**config.mk**
```make
export PLATFORM = sky130hd
export DESIGN_NAME = bwhmp_device_flat
export DESIGN_NICKNAME = d
export VERILOG_FILES = /design/src/rtl/bwhmp_pkg.sv /design/src/rtl/bwhmp_if.sv /design/src/rtl/bwhmp_device.sv /design/src/flat_wrapper.sv
export SDC_FILE = /design/constraint.sdc
export NUM_CORES = 1
export LEC_CHECK = 0
export BUFFER_PORTS_ARGS = -buffer_cell sky130_fd_sc_hd__clkbuf_2
export CELL_PAD_IN_SITES_DETAIL_PLACEMENT = 1
export CELL_PAD_IN_SITES_GLOBAL_PLACEMENT = 1
export CORE_MARGIN = 2
export CORE_UTILIZATION = 44
export CTS_BUF_LIST = sky130_fd_sc_hd__clkbuf_8
export DETAILED_ROUTE_END_ITERATION = 7
export HOLD_SLACK_MARGIN = 0.05
export MAX_ROUTING_LAYER = met4
export PLACE_DENSITY_LB_ADDON = 0.1
export SLEW_MARGIN = 10
export SYNTH_ARGS = -nofsm -noshare
export SYNTH_HDL_FRONTEND = slang
export SYNTH_SLANG_ARGS = --single-unit
```
**constraint.sdc**
```tcl
create_clock -name clk -period 2.7 [get_ports clk]
set_input_delay 0.405 -clock clk [delete_from_list [all_inputs] [get_ports clk]]
set_output_delay 0.405 -clock clk [all_outputs]
set_load 0.005 [all_outputs]
```
**src/rtl/bwhmp_pkg.sv**
```systemverilog
/*
 * constants and types shared by both ends of the byte-wide host message port.
 * assumes a single 125 mhz clock, synchronous active-high reset.
 */
package bwhmp_pkg;
    localparam logic [1:0] ADDR_MESSAGE = 2'h0;
    localparam logic [1:0] ADDR_CONTROL = 2'h1;
    localparam logic [1:0] ADDR_PCM = 2'h2;
    localparam logic [1:0] ADDR_COMPRESSED = 2'h3;
    localparam int BIT_OUT_READY = 1;
    localparam int BIT_IN_BUSY = 2;
    localparam int BIT_CMP_FULL = 3;
    localparam int BIT_PCM_FULL = 4;
    localparam int BIT_PCM_RST = 5;
    localparam int BIT_CMP_RST = 6;
    localparam logic [7:0] CTRL_WRITE_MASK = 8'h60;
    localparam logic [7:0] BYTE_RESET = 8'h00;
    // controller registers on the avalon side (word addresses)
    localparam logic [2:0] CR_COMMAND = 3'h0;
    localparam logic [2:0] CR_WDATA = 3'h1;
    localparam logic [2:0] CR_RDATA = 3'h2;
    localparam logic [2:0] CR_STATUS = 3'h3;
    localparam logic [2:0] CR_IRQ_STATUS = 3'h4;
    localparam logic [2:0] CR_IRQ_MASK = 3'h5;
    localparam logic [31:0] READ_UNMAPPED = 32'h0000_0000;
    // strobe timing in controller cycles
    localparam int STROBE_NS = 40;
    localparam int CLK_NS = 8;
    localparam logic [3:0] STROBE_CYCLES = 4'((STROBE_NS + CLK_NS - 1) / CLK_NS);
    localparam logic [3:0] SETUP_CYCLES = 4'h1;
    typedef enum logic [2:0] {
        BWH_IDLE = 3'b000,
        BWH_SETUP = 3'b001,
        BWH_STROBE = 3'b010,
        BWH_HOLD = 3'b011
    } bwhmp_state_t;
endpackage : bwhmp_pkg
```
**src/rtl/bwhmp_if.sv**
```systemverilog
/*
 * pin-level carrier between the host controller and the decoder port.
 * assumes the bench resolves the shared data bus from the two enables.
 */
interface bwhmp_if;
    logic chip_select_n;
    logic read_n;
    logic write_n;
    logic [1:0] addr;
    logic [7:0] host_data_out;
    logic host_data_oe;
    logic [7:0] dev_data_out;
    logic dev_data_oe;
    logic [7:0] data_in;
    logic interrupt_request_n;
    logic reset_n;
    modport host (output chip_select_n, output read_n, output write_n, output addr,
                  output host_data_out, output host_data_oe, input data_in,
                  input interrupt_request_n, output reset_n);
    modport device (input chip_select_n, input read_n, input write_n, input addr,
                    output dev_data_out, output dev_data_oe, input data_in,
                    output interrupt_request_n, input reset_n);
endinterface : bwhmp_if

```
**src/rtl/bwhmp_device.sv**
```systemverilog
/*
 * decoder end of the byte-wide host message port: message pipe in both
 * directions, control/status register, pcm and compressed byte streams.
 * assumes host pins are synchronous to clk; the dsp side is a simple
 * strobe/data user port.
 */
module bwhmp_device
    import bwhmp_pkg::*;
(
    // clock and reset
    input wire logic clk,
    input wire logic srst,
    // pins
    bwhmp_if.device pins,
    // dsp message side
    input wire logic dsp_msg_write,
    input wire logic [7:0] dsp_msg_wdata,
    input wire logic dsp_msg_read,
    output logic [7:0] dsp_msg_rdata,
    output logic dsp_msg_pending,
    output logic dsp_out_ready,
    input wire logic dsp_unsolicited,
    // input streams
    output logic [7:0] pcm_byte,
    output logic pcm_byte_valid,
    output logic pcm_channel_reset,
    input wire logic pcm_buffer_almost_full,
    output logic [7:0] compressed_byte,
    output logic compressed_byte_valid,
    output logic compressed_channel_reset,
    input wire logic compressed_buffer_almost_full
);
    // one register copy of all port state
    typedef struct packed {
        logic [7:0] to_dsp;
        logic [7:0] to_host;
        logic in_busy;
        logic out_ready;
        logic pcm_rst;
        logic cmp_rst;
        logic wr_active;
        logic [1:0] wr_addr;
        logic [7:0] wr_data;
        logic rd_active;
        logic [1:0] rd_addr;
        logic [7:0] pcm_b;
        logic pcm_v;
        logic [7:0] cmp_b;
        logic cmp_v;
        logic [7:0] bus_out;
        logic bus_oe;
    } bwhmp_dev_t;

    bwhmp_dev_t st;
    bwhmp_dev_t next_st;
    logic live;
    logic wr_low;
    logic rd_low;
    logic wr_end;
    logic rd_end;
    logic [7:0] ctrl_view;
    logic [7:0] read_mux;

    ////////////////////////////////////////////////////////////////////////
    always_comb begin
        // pin decode: nothing counts while the port is held in reset
        live = pins.reset_n;
        wr_low = live && !pins.chip_select_n && !pins.write_n;
        rd_low = live && !pins.chip_select_n && !pins.read_n;
        // a cycle cut by reset is dropped, not committed
        wr_end = live && st.wr_active && !wr_low;
        rd_end = live && st.rd_active && !rd_low;

        // control view: write-only bits always read back as zero
        ctrl_view = BYTE_RESET;
        ctrl_view[BIT_OUT_READY] = st.out_ready;
        ctrl_view[BIT_IN_BUSY] = st.in_busy;
        ctrl_view[BIT_CMP_FULL] = compressed_buffer_almost_full;
        ctrl_view[BIT_PCM_FULL] = pcm_buffer_almost_full;

        case (pins.addr)
            ADDR_MESSAGE: begin
                read_mux = st.to_host;
            end
            ADDR_CONTROL: begin
                read_mux = ctrl_view;
            end
            ADDR_PCM: begin
                // stream registers are write only
                read_mux = BYTE_RESET;
            end
            ADDR_COMPRESSED: begin
                read_mux = BYTE_RESET;
            end
            default: begin
                read_mux = BYTE_RESET;
            end
        endcase

        next_st = st;
        next_st.pcm_v = 1'b0;
        next_st.cmp_v = 1'b0;

        // read: the bus is driven one cycle after select and strobe fall
        next_st.bus_oe = rd_low;
        next_st.bus_out = read_mux;
        next_st.rd_active = rd_low;
        if (rd_low) begin
            next_st.rd_addr = pins.addr;
        end

        // write: data sampled each cycle while low, committed on first rise
        next_st.wr_active = wr_low;
        if (wr_low) begin
            next_st.wr_addr = pins.addr;
            next_st.wr_data = pins.data_in;
        end

        // dsp side of the message pipe
        if (dsp_msg_read) begin
            next_st.in_busy = 1'b0;
        end
        if (dsp_msg_write) begin
            next_st.to_host = dsp_msg_wdata;
            next_st.out_ready = 1'b1;
        end
        // a dsp write in the same cycle keeps the flag set
        if (rd_end && st.rd_addr == ADDR_MESSAGE && !dsp_msg_write) begin
            next_st.out_ready = 1'b0;
        end

        // host write commit; it beats a same-cycle dsp read of the flag
        if (wr_end) begin
            case (st.wr_addr)
                ADDR_MESSAGE: begin
                    next_st.to_dsp = st.wr_data;
                    next_st.in_busy = 1'b1;
                end
                ADDR_CONTROL: begin
                    // reserved bits are dropped whatever the host sends
                    next_st.pcm_rst = st.wr_data[BIT_PCM_RST];
                    next_st.cmp_rst = st.wr_data[BIT_CMP_RST];
                end
                ADDR_PCM: begin
                    next_st.pcm_b = st.wr_data;
                    next_st.pcm_v = !st.pcm_rst;
                end
                ADDR_COMPRESSED: begin
                    next_st.cmp_b = st.wr_data;
                    next_st.cmp_v = !st.cmp_rst;
                end
                default: begin
                    next_st.cmp_v = 1'b0;
                end
            endcase
        end

        if (!live) begin
            next_st.bus_oe = 1'b0;
            next_st.wr_active = 1'b0;
            next_st.rd_active = 1'b0;
        end
    end

    always_ff @(posedge clk) begin
        if (srst) begin
            st <= '0;
        end else begin
            st <= next_st;
        end
    end

    ////////////////////////////////////////////////////////////////////////
    assign pins.dev_data_out = st.bus_out;
    assign pins.dev_data_oe = st.bus_oe;
    // level request while outgoing bytes wait and the dsp asks for it
    assign pins.interrupt_request_n = !(st.out_ready && dsp_unsolicited);

    // dsp user side
    assign dsp_msg_rdata = st.to_dsp;
    assign dsp_msg_pending = st.in_busy;
    assign dsp_out_ready = st.out_ready;

    // stream outputs
    assign pcm_byte = st.pcm_b;
    assign pcm_byte_valid = st.pcm_v;
    assign pcm_channel_reset = st.pcm_rst;
    assign compressed_byte = st.cmp_b;
    assign compressed_byte_valid = st.cmp_v;
    assign compressed_channel_reset = st.cmp_rst;
endmodule : bwhmp_device

```
**src/flat_wrapper.sv**
```systemverilog
// flat-port wrapper written by rule: the top's interface ports become plain ports
module bwhmp_device_flat import bwhmp_pkg::*;
  (clk, srst, dsp_msg_write, dsp_msg_wdata, dsp_msg_read, dsp_msg_rdata, dsp_msg_pending, dsp_out_ready, dsp_unsolicited, pcm_byte, pcm_byte_valid, pcm_channel_reset, pcm_buffer_almost_full, compressed_byte, compressed_byte_valid, compressed_channel_reset, compressed_buffer_almost_full, pins_chip_select_n, pins_read_n, pins_write_n, pins_addr, pins_dev_data_out, pins_dev_data_oe, pins_data_in, pins_interrupt_request_n, pins_reset_n);
  bwhmp_if pins_i ();
  input wire logic clk;
  input wire logic srst;
  input wire logic dsp_msg_write;
  input wire logic [7:0] dsp_msg_wdata;
  input wire logic dsp_msg_read;
  output logic [7:0] dsp_msg_rdata;
  output logic dsp_msg_pending;
  output logic dsp_out_ready;
  input wire logic dsp_unsolicited;
  output logic [7:0] pcm_byte;
  output logic pcm_byte_valid;
  output logic pcm_channel_reset;
  input wire logic pcm_buffer_almost_full;
  output logic [7:0] compressed_byte;
  output logic compressed_byte_valid;
  output logic compressed_channel_reset;
  input wire logic compressed_buffer_almost_full;
  input wire logic [$bits(pins_i.chip_select_n)-1:0] pins_chip_select_n;
  input wire logic [$bits(pins_i.read_n)-1:0] pins_read_n;
  input wire logic [$bits(pins_i.write_n)-1:0] pins_write_n;
  input wire logic [$bits(pins_i.addr)-1:0] pins_addr;
  output wire logic [$bits(pins_i.dev_data_out)-1:0] pins_dev_data_out;
  output wire logic [$bits(pins_i.dev_data_oe)-1:0] pins_dev_data_oe;
  input wire logic [$bits(pins_i.data_in)-1:0] pins_data_in;
  output wire logic [$bits(pins_i.interrupt_request_n)-1:0] pins_interrupt_request_n;
  input wire logic [$bits(pins_i.reset_n)-1:0] pins_reset_n;
  assign pins_i.chip_select_n = pins_chip_select_n;
  assign pins_i.read_n = pins_read_n;
  assign pins_i.write_n = pins_write_n;
  assign pins_i.addr = pins_addr;
  assign pins_dev_data_out = pins_i.dev_data_out;
  assign pins_dev_data_oe = pins_i.dev_data_oe;
  assign pins_i.data_in = pins_data_in;
  assign pins_interrupt_request_n = pins_i.interrupt_request_n;
  assign pins_i.reset_n = pins_reset_n;
  bwhmp_device u_core (.clk(clk), .srst(srst), .pins(pins_i), .dsp_msg_write(dsp_msg_write), .dsp_msg_wdata(dsp_msg_wdata), .dsp_msg_read(dsp_msg_read), .dsp_msg_rdata(dsp_msg_rdata), .dsp_msg_pending(dsp_msg_pending), .dsp_out_ready(dsp_out_ready), .dsp_unsolicited(dsp_unsolicited), .pcm_byte(pcm_byte), .pcm_byte_valid(pcm_byte_valid), .pcm_channel_reset(pcm_channel_reset), .pcm_buffer_almost_full(pcm_buffer_almost_full), .compressed_byte(compressed_byte), .compressed_byte_valid(compressed_byte_valid), .compressed_channel_reset(compressed_channel_reset), .compressed_buffer_almost_full(compressed_buffer_almost_full));
endmodule
```
---- Yosys cells after proc, flatten, opt, wreduce, memory -nomap -nowiden ----
Index checks and enable logic that the tools add are counted.
word-level totals
  output and inout port bits .............. 40
  bits in registers ....................... 60
operators by class
  eq/ne operators ......................... 6
  mux-type cells .......................... 4
  reductions and logical operators ........ 31
  bitwise operators ....................... 4
operators by type and width
  kind                count
  $pmux 8 s3          1
  $logic_and 1x1->1   10
  $logic_not 1->1     9
  $eq 2x2->1 const B  4
  $reduce_and 2->1    4
  $logic_not 2->1     3
  $reduce_or 2->1     3
  $reduce_or 3->1     2
  $eq 2x1->1 const B  2
  $not 1->1           4
  $mux 1              3

---- Logic depth before layout (Yosys ltp) ----
Gate-level depths: netlist of the first run.
  depth in word-level cells ............... 8
  mapped depth ............................ 4
  mapped depth without buffers ............ 3

---- Worst setup path after synthesis of the first run ----
No wires, ideal clock.
  path type ............................... input -> register
  from .................................... input pins_chip_select_n
  to ...................................... register u_core.st[30] (netlist name)
  arrival time ............................ 1.055 ns
  path slack .............................. 1.527 ns
  data required time ...................... 2.583 ns
  stages .................................. 4
  buffers on the path ..................... 1
  path through ............................ nor3b_2 buf_4 mux2i_1 nor2_1
between the ends
  longest elaborated chain between the ends .. 3
ends and longest elaborated chain
  element                         line                 source
  start: declaration              flat_wrapper.sv:22   input wire logic [$bits(pins_i.chip_select_n)-1:0] pins_chip_select_n;
  $logic_not 1->1                 bwhmp_device.sv:68   wr_low = live && !pins.chip_select_n && !pins.write_n;
  $logic_and 1x1->1 (2 in a row)  bwhmp_device.sv:68
  end signal: assignment          bwhmp_device.sv:169  st <= next_st;
  end: declaration                bwhmp_device.sv:54   bwhmp_dev_t st;
Every way passes these cells.
A chain may end at the register's enable or synchronous reset.

---- Worst setup path in the final report of the first run ----
  from .................................... register u_core.st[40] (netlist name)
  to ...................................... register u_core.st (netlist bit u_core.pcm_byte[5])
between the ends
  longest elaborated chain between the ends .. 3
ends and longest elaborated chain
  element                            line                source
  $logic_and 1x1->1 (2 in a row)     bwhmp_device.sv:71  wr_end = live && st.wr_active && !wr_low;
  $reduce_and 2->1 (no source line)  n/a
Every way passes these cells.

==> impl_metrics.yaml, run 1 <==
status:
  status: "finished, final reports clean"
timing:
  finalSetupTns_ps: 0
  rsz0062_at_grt: "false"
  period_share_pct: 49.0
  setup_violations: 0
  period_minus_slack_ps: 1320
  finalHoldViolations: 0
  finClkSkew_ps: 3.81
  hold_slack_ps: 312
  worst_slew_pin_slew_ps: 851
  max_freq_mhz: 756
  layout_setup_ws_ps: 1380
  slew_headroom_pct: 43.3
  final_max_slew_viol_count: 0
logic_synthesis:
  netlist_area_sq_mm: 0.00249
  seq_area_frac_synth_pct: 48.3
  synth-main-ff-cell: "dfxtp_1"
  synth_common_cells: "60 x dfxtp_1, 50 x mux2i_1, 35 x nand2b_1"
  yosysWarnings: 0
  synth-seq-cells: 60
  async_flop_share_pct: 0
  yosysTopAreaCell: "dfxtp_1"
  synth-edff-count: 0
  netlist.area_leader.share_pct: 48.3
  synthTopCellsByArea: "dfxtp_1 48%, mux2i_1 20%, buf_4 10%, nand2b_1 8.8%, nor2_1 3.3%"
  syn_nets: 267
  synthDistinctLibCells: 23
  synthesis.area_per_instance_sq_um: 10.5
  post-synth-top-count-cell: "dfxtp_1"
  postSynthCellCount: 238
die:
  start_util_pct: 45.5
  core_sq_mm: 0.00547
  dieArea_sq_mm: 0.00627
  row_count: 27
  die_w_microns: 79.2
  die_h_microns: 79.2
  io_pins: 69
route:
  drt_wl_total_microns: 4670
  drcViolationCount: 0
  drt-pass1-iter-count: 4
  viasPerCell: 4.65
  vias: 1638
  wire_per_inst_microns: 13.3
  drtIter0Drc: 97
  ant_nets: 0
placement:
  placed_cell_area_sq_mm: 0.00263
  placed_cells: 336
  numPortBuffers: 68
  place_congestion: 0.691
  pre_cts_slack_ps: 1060
  dp_hpwl_microns: 3320
clock_tree:
  numCtsBuffers: 9
  cts.path.max_buffers: 2
  cts_sinks: 60
  worstSkewPairLatency_ps: 330
  cts_root_buf: "clkbuf_8"
  h-tree-depth: 3
  holdBufCountCts: 0
  cts_setup_buffers: 0
  cts.reportedPaths.clkPinSlew_ps: 70
  cts_tree: "done"
  cts_resized: 0
power_and_ir_drop:
  peakVddDrop_v: 0.000299
  powerDensity_mw_per_mm2: 605
  p_leak_nw: 1.31
  power_mw: 1.69
worst_setup_path:
  critical-path-max-stage-delay_ps: 430
  rrSetupSlack_ps: 1380
  path_cells: "o211a_4 -> nand3b_1 -> mux2i_1"
  crit_slowest_cell: "nand3b_1"
  end_kind: "flip-flop"
  worstPathMaxFanout: 9
  startpoint: "u_core.st[40]"
  cp_top_family: "simple AND/OR/NAND/NOR gates"
  crit_required_ps: 2900
  r2r-start: "u_core.st[40]"
  crit_arrival_ps: 1520
  path_buf_inv: 0
  critPathKind: "reg -> reg"
  worstSetupStartpointType: "flip-flop"
min_path:
  holdCritStartpoint: "pins_data_in[3]"
  hold_class: "in -> reg"
finish:
  drive_above_1_share_pct: 31.8
  multi_input_area_sq_um: 977
  diodes: 0
  final_core_util_pct: 51.1
  fin_cells: 352
  seq_area_sq_mm: 0.00120
  design_area_sq_mm: 0.00280
  n_fill_cell: 657
  fin_nets: 304
  syn2layout_area_growth_pct: 12.4
grt:
  grt_pass1_vias: 1602
  grt_pass1_wl_microns: 7800
  grt_max_degree: 55
  grt.overflow.total: 0
  grtUsageTotal_pct: 17.0
  antenna_found_initial: 0
flow_run:
  drv_cap: 0
layer usage:
metal,track usage (%),vias to the layer above,wire length (microns),part of all wire (%)
li1,-,827,-,-
met1,20.5,761,2130,46
met2,26.1,38,2240,48
met3,4.20,12,200,4.3
met4,9.31,0,92,2.0
met5,-,-,0,0
final timing paths:
| path | endpoint | depth (start not counted) |
|---|---|---|
| worst max register to register | u_core.pcm_byte[5] | 3 |
| worst max-delay path | u_core.pcm_byte[5] | 3 |
| worst min-delay path | u_core.st[33] | 3 |
| worst min register to register | u_core.pins.dev_data_out[7] | 1 |
registers in the layout (all words and copies together) (netlist names):
name / cells
u_core.compressed_byte_valid: 1
u_core.pcm_byte_valid: 1
u_core.dsp_msg_pending: 1
u_core.dsp_out_ready: 1
u_core.pins.dev_data_out: 8
u_core.st: 22
u_core.pcm_channel_reset: 1
u_core.compressed_channel_reset: 1
u_core.pcm_byte: 8
u_core.dsp_msg_rdata: 8
u_core.compressed_byte: 8
worst reg2reg max path, stage by stage (launching register included):
cell and delay [ps]:
dfxtp_1 320, o211a_4 190, nand3b_1 430, mux2i_1 240
cells by family (layout without fill, tap and decap cells):
| kind of cell | count (synthesis) | count (layout) | share of synthesized area, % |
|---|---|---|---|
| multiplexers | 50 | 50 | 20.1 |
| flip-flops | 60 | 60 | 48.3 |
| AND/OR/NAND/NOR | 79 | 79 | 17.7 |
| buffers and inverters | 45 | 87 | 12.4 |
| AO/OA/AOI/OAI | 4 | 4 | 1.46 |
report_power, final:
| part | internal [mW] | switching [mW] |
|---|---|---|
| combinational | 0.0500 | 0.0477 |
| sequential | 0.903 | 0.00934 |
| clock | 0.347 | 0.334 |
| total | 1.30 | 0.391 |
final cells by class:
| cell class | count | share of cell area, % |
|---|---|---|
| clock inverter | 6 | 1.12 |
| sequential | 60 | 43.0 |
| tap | 72 | 3.22 |
| multi-input combinational | 133 | 34.9 |
| clock buffer | 10 | 4.92 |
| timing repair buffer | 70 | 12.7 |
| inverter | 1 | 0.134 |
layout by cell type (no fill, tap or decap):
cell type / netlist / routed
nor3b_1: 1 / 1
nand2_1: 2 / 2
nand3_1: 1 / 1
nand2_2: 1 / 1
clkbuf_2: 0 / 68
nor3_1: 7 / 7
clkbuf_8: 0 / 10
nand2b_1: 35 / 35
buf_4: 34 / 2
nand3b_1: 1 / 1
mux2i_1: 50 / 50
o211a_4: 1 / 1
and3b_1: 1 / 1
a21oi_1: 2 / 2
and3_4: 1 / 1
dfxtp_1: 60 / 60
nor3b_2: 1 / 1
clkinvlp_4: 0 / 1
clkinv_2: 0 / 4
o41ai_1: 1 / 1
nor2_1: 22 / 22
nor2b_1: 2 / 2
inv_1: 1 / 2
and2_1: 4 / 4
Power figures use the tool's default switching activity.
==> run 2: changes to the inputs <==
--- a/config.mk
+++ b/config.mk
@@ -5,11 +5,12 @@
 export SDC_FILE = /design/constraint.sdc
 export NUM_CORES = 1
 export LEC_CHECK = 0
+export ABC_AREA = 1
 export BUFFER_PORTS_ARGS = -buffer_cell sky130_fd_sc_hd__clkbuf_2
 export CELL_PAD_IN_SITES_DETAIL_PLACEMENT = 1
 export CELL_PAD_IN_SITES_GLOBAL_PLACEMENT = 1
 export CORE_MARGIN = 2
-export CORE_UTILIZATION = 44
+export CORE_UTILIZATION = 35
 export CTS_BUF_LIST = sky130_fd_sc_hd__clkbuf_8
 export DETAILED_ROUTE_END_ITERATION = 7
 export HOLD_SLACK_MARGIN = 0.05
==> constraint.sdc (replaced) <==
create_clock -name clk -period 1.1 [get_ports clk]
set_input_delay 0.165 -clock clk [delete_from_list [all_inputs] [get_ports clk]]
set_output_delay 0.165 -clock clk [all_outputs]
set_load 0.005 [all_outputs]
==> run 2 against run 1 <==
  * Sequential share of layout area is 8.8 points lower
  * First-iteration DRC count is 34% lower
  * Synthesized area is 9.8% higher
  * Synthesized cell count is 59% higher
  * Register-to-register slack worse by 1400 ps
  * Cell count is 57% higher
  * Maximum frequency is 22% higher
  * Global-route usage is 0.34 points higher
  * Critical endpoint is now u_core.pcm_byte[7]
  * Highest routed layer unchanged
==> impl_metrics.yaml, run 2 <==
grt:
  grt_pass1_wl_microns: 11300
  use_met1_pct: 20.7
  grtUsageTotal_pct: 17.3
  grt_pass1_vias: 2430
  antenna_found_initial: 0
  use_met3_pct: 4.88
  grt_max_degree: 25
  grt.overflow.total: 0
  use_met2_pct: 28.3
  grt-busiest-layer: "met2"
route:
  vias: 2468
  drtIter0Drc: 64
  drcViolationCount: 0
  drt_wl_total_microns: 6960
  wire_per_inst_microns: 12.6
  drt-pass1-iter-count: 4
  ant_nets: 0
  viasPerCell: 4.45
power_and_ir_drop:
  p_leak_nw: 1.69
  powerDensity_mw_per_mm2: 1450
  peakVddDrop_v: 0.000632
timing:
  hold_slack_ps: 68.5
  final_max_slew_viol_count: 0
  rsz0062_at_grt: "true"
  period_minus_slack_ps: 1090
  worst_slew_pin_slew_ps: 300
  finalSetupTns_ps: 0
  setup_violations: 0
  period_share_pct: 98.7
  max_freq_mhz: 921
  finClkSkew_ps: 7.97
  finalHoldViolations: 0
  layout_setup_ws_ps: 14.3
  slew_headroom_pct: 79.9
die:
  dieArea_sq_mm: 0.00853
  die_h_microns: 92.3
  io_pins: 69
  die_w_microns: 92.3
  row_count: 32
  start_util_pct: 35.7
  core_sq_mm: 0.00765
finish:
  fin_nets: 476
  diodes: 0
  top_register: "u_core.st"
  fin_cells: 554
  mostFrequentLayoutCell: "inv_1"
  syn2layout_area_growth_pct: 29.6
  largest_register_ffs: 22
  layout_common_cells: "73 x inv_1, 68 x clkbuf_2, 62 x nand2_1"
  design_area_sq_mm: 0.00354
  drive_above_1_share_pct: 28.8
  n_fill_cell: 984
logic_synthesis:
  synthTopCellsByArea: "dfxtp_1 44%, inv_1 10%, nand2_1 8.9%, buf_4 8.8%, nor2_1 6.7%"
  yosysWarnings: 0
  syn_nets: 408
  post-synth-top-count-cell: "inv_1"
  synthesis.area_per_instance_sq_um: 7.21
  async_flop_share_pct: 0
  synth_common_cells: "73 x inv_1, 65 x nand2_1, 60 x dfxtp_1"
  seq_area_frac_synth_pct: 44.0
  synth-edff-count: 0
  synth-main-ff-cell: "dfxtp_1"
  netlist.area_leader.share_pct: 44.0
  postSynthCellCount: 379
  netlist_area_sq_mm: 0.00273
  yosysTopAreaCell: "dfxtp_1"
  synthDistinctLibCells: 21
  synth-seq-cells: 60
worst_setup_path:
  end_kind: "flip-flop"
  crit_slowest_cell: "dfxtp_2"
  worstSetupStartpointType: "flip-flop"
  worstPathMaxFanout: 5
  critical-path-max-stage-delay_ps: 340
  crit_top_cell: "buf_4"
  crit_arrival_ps: 1330
  path_buf_inv: 2
  crit_required_ps: 1340
  critPathKind: "reg -> reg"
  path_cells: "buf_4 -> nor2_4 -> buf_4 -> nand4_1 -> nand2_1 -> nor2_1"
  cp_top_family: "flip-flops"
min_path:
  hold_class: "in -> reg"
placement:
  pre_cts_slack_ps: -63.1
  numPortBuffers: 68
  placed_cells: 524
  dp_hpwl_microns: 4700
  placed_cell_area_sq_mm: 0.00310
  place_congestion: 0.761
clock_tree:
  cts.path.max_buffers: 2
  numCtsBuffers: 9
  h-tree-depth: 3
  cts.reportedPaths.clkPinSlew_ps: 80
  cts_root_buf: "clkbuf_8"
  worstSkewPairLatency_ps: 340
  cts_sinks: 60
  cts_tree: "done"
flow_run:
  drv_cap: 0
status:
  status: "finished, final reports clean"
run 2: routing by layer:
metal  vias up  routed length (microns)
met2        58                     3410
met4         0                      146
met1      1126                     3080
met5         -                        0
met3        12                      336
li1       1272                        -
run 2: final cells by class:
| class | count | area [sq um] | area share (%) |
|---|---|---|---|
| clock buffer | 9 | 124 | 3.50 |
| timing repair buffer | 103 | 733 | 20.7 |
| clock inverter | 7 | 115 | 3.25 |
| tap | 102 | 128 | 3.60 |
| sequential | 60 | 1210 | 34.1 |
| multi-input combinational | 196 | 938 | 26.5 |
| inverter | 77 | 294 | 8.30 |
run 2: through the flow:
step	util, %	total power [mW]
6_report	46.3	5.14
5_1_grt	46.3	5.38
4_1_cts	44.9	5.19
3_5_place_dp	40.6	2.73
3_3_place_gp	40.6	2.72
2_1_floorplan	-	2.54
run 2: cell families (layout without fill, tap and decap cells):
family | after synthesis | in the layout | synth area share, %
AND/OR/NAND/NOR | 157 | 158 | 26.7
AO/OA/AOI/OAI | 38 | 38 | 6.96
buffers and inverters | 124 | 196 | 22.4
flip-flops | 60 | 60 | 44.0
run 2: worst register-to-register path, stage by stage, from the launching register on:
cell and delay [ps]:
dfxtp_2 340, buf_4 140, nor2_4 130, buf_4 160, nand4_1 90, nand2_1 80
nor2_1 40
run 2: repair_timing:
item	CTS	global route
pin swaps	1	8
setup buffers	2	2
hold buffers	7	0
hold endpoints to repair	7	0
cloned	0	3
gates resized for setup	2	14
setup endpoints to repair	10	27
run 2: final timing paths:
check,from,end,slack (ps),cells past startpoint
setup / recovery,u_core.st[38],u_core.pcm_byte[7],10,6
hold / removal,pcm_buffer_almost_full,u_core.pins.dev_data_out[4],70,3
setup reg to reg,u_core.st[38],u_core.pcm_byte[7],10,6
hold reg to reg,u_core.st[50],u_core.pins.dev_data_out[5],450,2
run 2: power by group:
group	switching [mW]	internal, mW	total, mW
sequential	0.0288	2.23	2.26
combinational	0.248	0.202	0.450
clock	0.932	1.50	2.43
total	1.21	3.93	5.14
==> run 3: changes to the inputs <==
--- a/config.mk
+++ b/config.mk
@@ -15,7 +15,8 @@
 export DETAILED_ROUTE_END_ITERATION = 7
 export HOLD_SLACK_MARGIN = 0.05
 export MAX_ROUTING_LAYER = met4
-export PLACE_DENSITY_LB_ADDON = 0.1
+export PLACE_DENSITY = 0.76
+export REMOVE_ABC_BUFFERS = 1
 export SLEW_MARGIN = 10
 export SYNTH_ARGS = -nofsm -noshare
 export SYNTH_HDL_FRONTEND = slang
==> run 3 against run 2 <==
  * Wire length increased by 3.1%
  * First-iteration DRC count is 47% higher
  * Register-to-register slack is essentially flat
  * Die area stayed put
  * Sequential power barely moved
  * Clock power is 35% lower
  * Non-clock buffer count decreased by 10
  * Worst setup slack gained 1.4 ps
  * Via count down 1.2%
  * Sequential cell count stayed put
  * Power decreased by 16%
  * Critical endpoint is now u_core.pcm_byte[3]
  * Largest power group is now sequential cells
==> impl_metrics.yaml, run 3 (synthesis gave the netlist of run 2 again) <==
worst_setup_path:
  worstPathMaxFanout: 6
  rrSetupSlack_ps: 20
  startpoint: "u_core.st[39]"
  end_kind: "flip-flop"
  critPathKind: "reg -> reg"
  crit_required_ps: 1330
  r2r_end: "u_core.pcm_byte[3]"
  crit_arrival_ps: 1310
  r2r-start: "u_core.st[39]"
  worstSetupStartpointType: "flip-flop"
  reg2regPathDepth: 6
finish:
  largest_register_ffs: 22
  layout_common_cells: "74 x inv_1, 68 x clkbuf_2, 61 x nand2_1"
  syn2layout_area_growth_pct: 23.6
  n_fill_cell: 992
  drive_above_1_share_pct: 28.2
  final_core_util_pct: 44.2
  fin_cells: 542
  mostFrequentLayoutCell: "inv_1"
  top_register: "u_core.st"
  multi_input_area_sq_um: 963
  fin_nets: 468
  seq_area_sq_mm: 0.00121
  diodes: 0
power_and_ir_drop:
  p_leak_nw: 1.61
  powerDensity_mw_per_mm2: 1270
  peakVddDrop_v: 0.000693
grt:
  grt_pass1_wl_microns: 11300
  antenna_found_initial: 0
  grt_pass1_vias: 2370
  grt_max_degree: 30
  grtUsageTotal_pct: 17.1
  grt.overflow.total: 0
clock_tree:
  cts.reportedPaths.clkPinSlew_ps: 60
  cts_root_buf: "clkbuf_8"
  cts_sinks: 60
  holdBufCountCts: 0
  h-tree-depth: 3
  numCtsBuffers: 9
  worstSkewPairLatency_ps: 330
  cts.path.max_buffers: 2
  cts_tree: "done"
placement:
  place_congestion: 0.742
  numPortBuffers: 68
  placed_cells: 522
  pre_cts_slack_ps: -41.1
  dp_hpwl_microns: 4910
timing:
  final_max_slew_viol_count: 0
  max_freq_mhz: 922
  finalHoldViolations: 0
  layout_setup_ws_ps: 15.7
  period_minus_slack_ps: 1080
  finClkSkew_ps: 6.86
  period_share_pct: 98.6
  slew_headroom_pct: 78.1
  setup_violations: 0
  hold_slack_ps: 58.0
  rsz0062_at_grt: "true"
  worst_slew_pin_slew_ps: 327
route:
  viasPerCell: 4.50
  drt-pass1-iter-count: 4
  drcViolationCount: 0
  ant_nets: 0
  vias: 2439
  drt_wl_total_microns: 7180
  wire_per_inst_microns: 13.2
  drtIter0Drc: 94
min_path:
  min_to: "u_core.st[46]"
  holdCritStartpoint: "dsp_msg_wdata[1]"
  hold_depth: 3
  hold_class: "in -> reg"
die:
  io_pins: 69
  die_w_microns: 92.3
  row_count: 32
  dieArea_sq_mm: 0.00853
  start_util_pct: 35.7
  core_sq_mm: 0.00765
  die_h_microns: 92.3
flow_run:
  drv_cap: 0
status:
  status: "finished, final reports clean"
==> run 3: worst max path at each step <==
stage / end / slack, ps / cells after the start
2_1_floorplan: u_core.st[33] / -280 / 4
3_3_place_gp: u_core.dsp_msg_rdata[0] / 10 / 5
3_5_place_dp: u_core.dsp_msg_rdata[0] / -40 / 5
4_1_cts: u_core.compressed_byte[5] / 2 / 6
5_1_grt: u_core.pcm_byte[3] / -50 / 6
6_report: u_core.pcm_byte[3] / 20 / 6
==> run 3: cell type report <==
| class | count | share of cell area (%) |
|---|---|---|
| clock buffers | 10 | 4.08 |
| well taps | 102 | 3.78 |
| repair buffers | 93 | 18.8 |
| inverters | 77 | 8.71 |
| flip-flops and latches | 60 | 35.9 |
| multi-input cells | 198 | 28.5 |
| clock inverters | 2 | 0.222 |
==> run 3: layer usage <==
| metal | track usage (%) | wire [microns] | vias up |
|---|---|---|---|
| li1 | - | - | 1254 |
| met1 | 21.6 | 3360 | 1101 |
| met2 | 27.5 | 3370 | 76 |
| met3 | 3.50 | 388 | 8 |
| met4 | 5.97 | 68 | 0 |
| met5 | - | 0 | - |
==> run 3: power by group <==
| part | switching [mW] | total (mW) | internal [mW] |
|---|---|---|---|
| registers | 0.0329 | 2.27 | 2.24 |
| logic | 0.248 | 0.430 | 0.182 |
| clock network | 0.783 | 1.59 | 0.812 |
| total | 1.06 | 4.29 | 3.23 |
==> run 3: through the flow <==
stage          TNS [ps]  cell area, sq um  power (mW)
2_1_floorplan     -9800              2410        2.50
3_3_place_gp          0              3080        2.70
3_5_place_dp       -207              3080        2.71
4_1_cts               0              3230        4.32
5_1_grt            -522              3380        4.49
6_report              0              3380        4.29
==> run 3: critical path: stages (launching register included) <==
cell	delay [ps]
dfxtp_4	380
inv_4	40
nor2_4	180
buf_6	150
nand4_1	100
nand2_1	90
nor2_1	40
==> run 3: repair_timing <==
action	CTS	global route
cloned	0	5
gates resized for setup	4	17
setup buffers	0	3
pin swaps	1	9
setup endpoints to repair	15	27
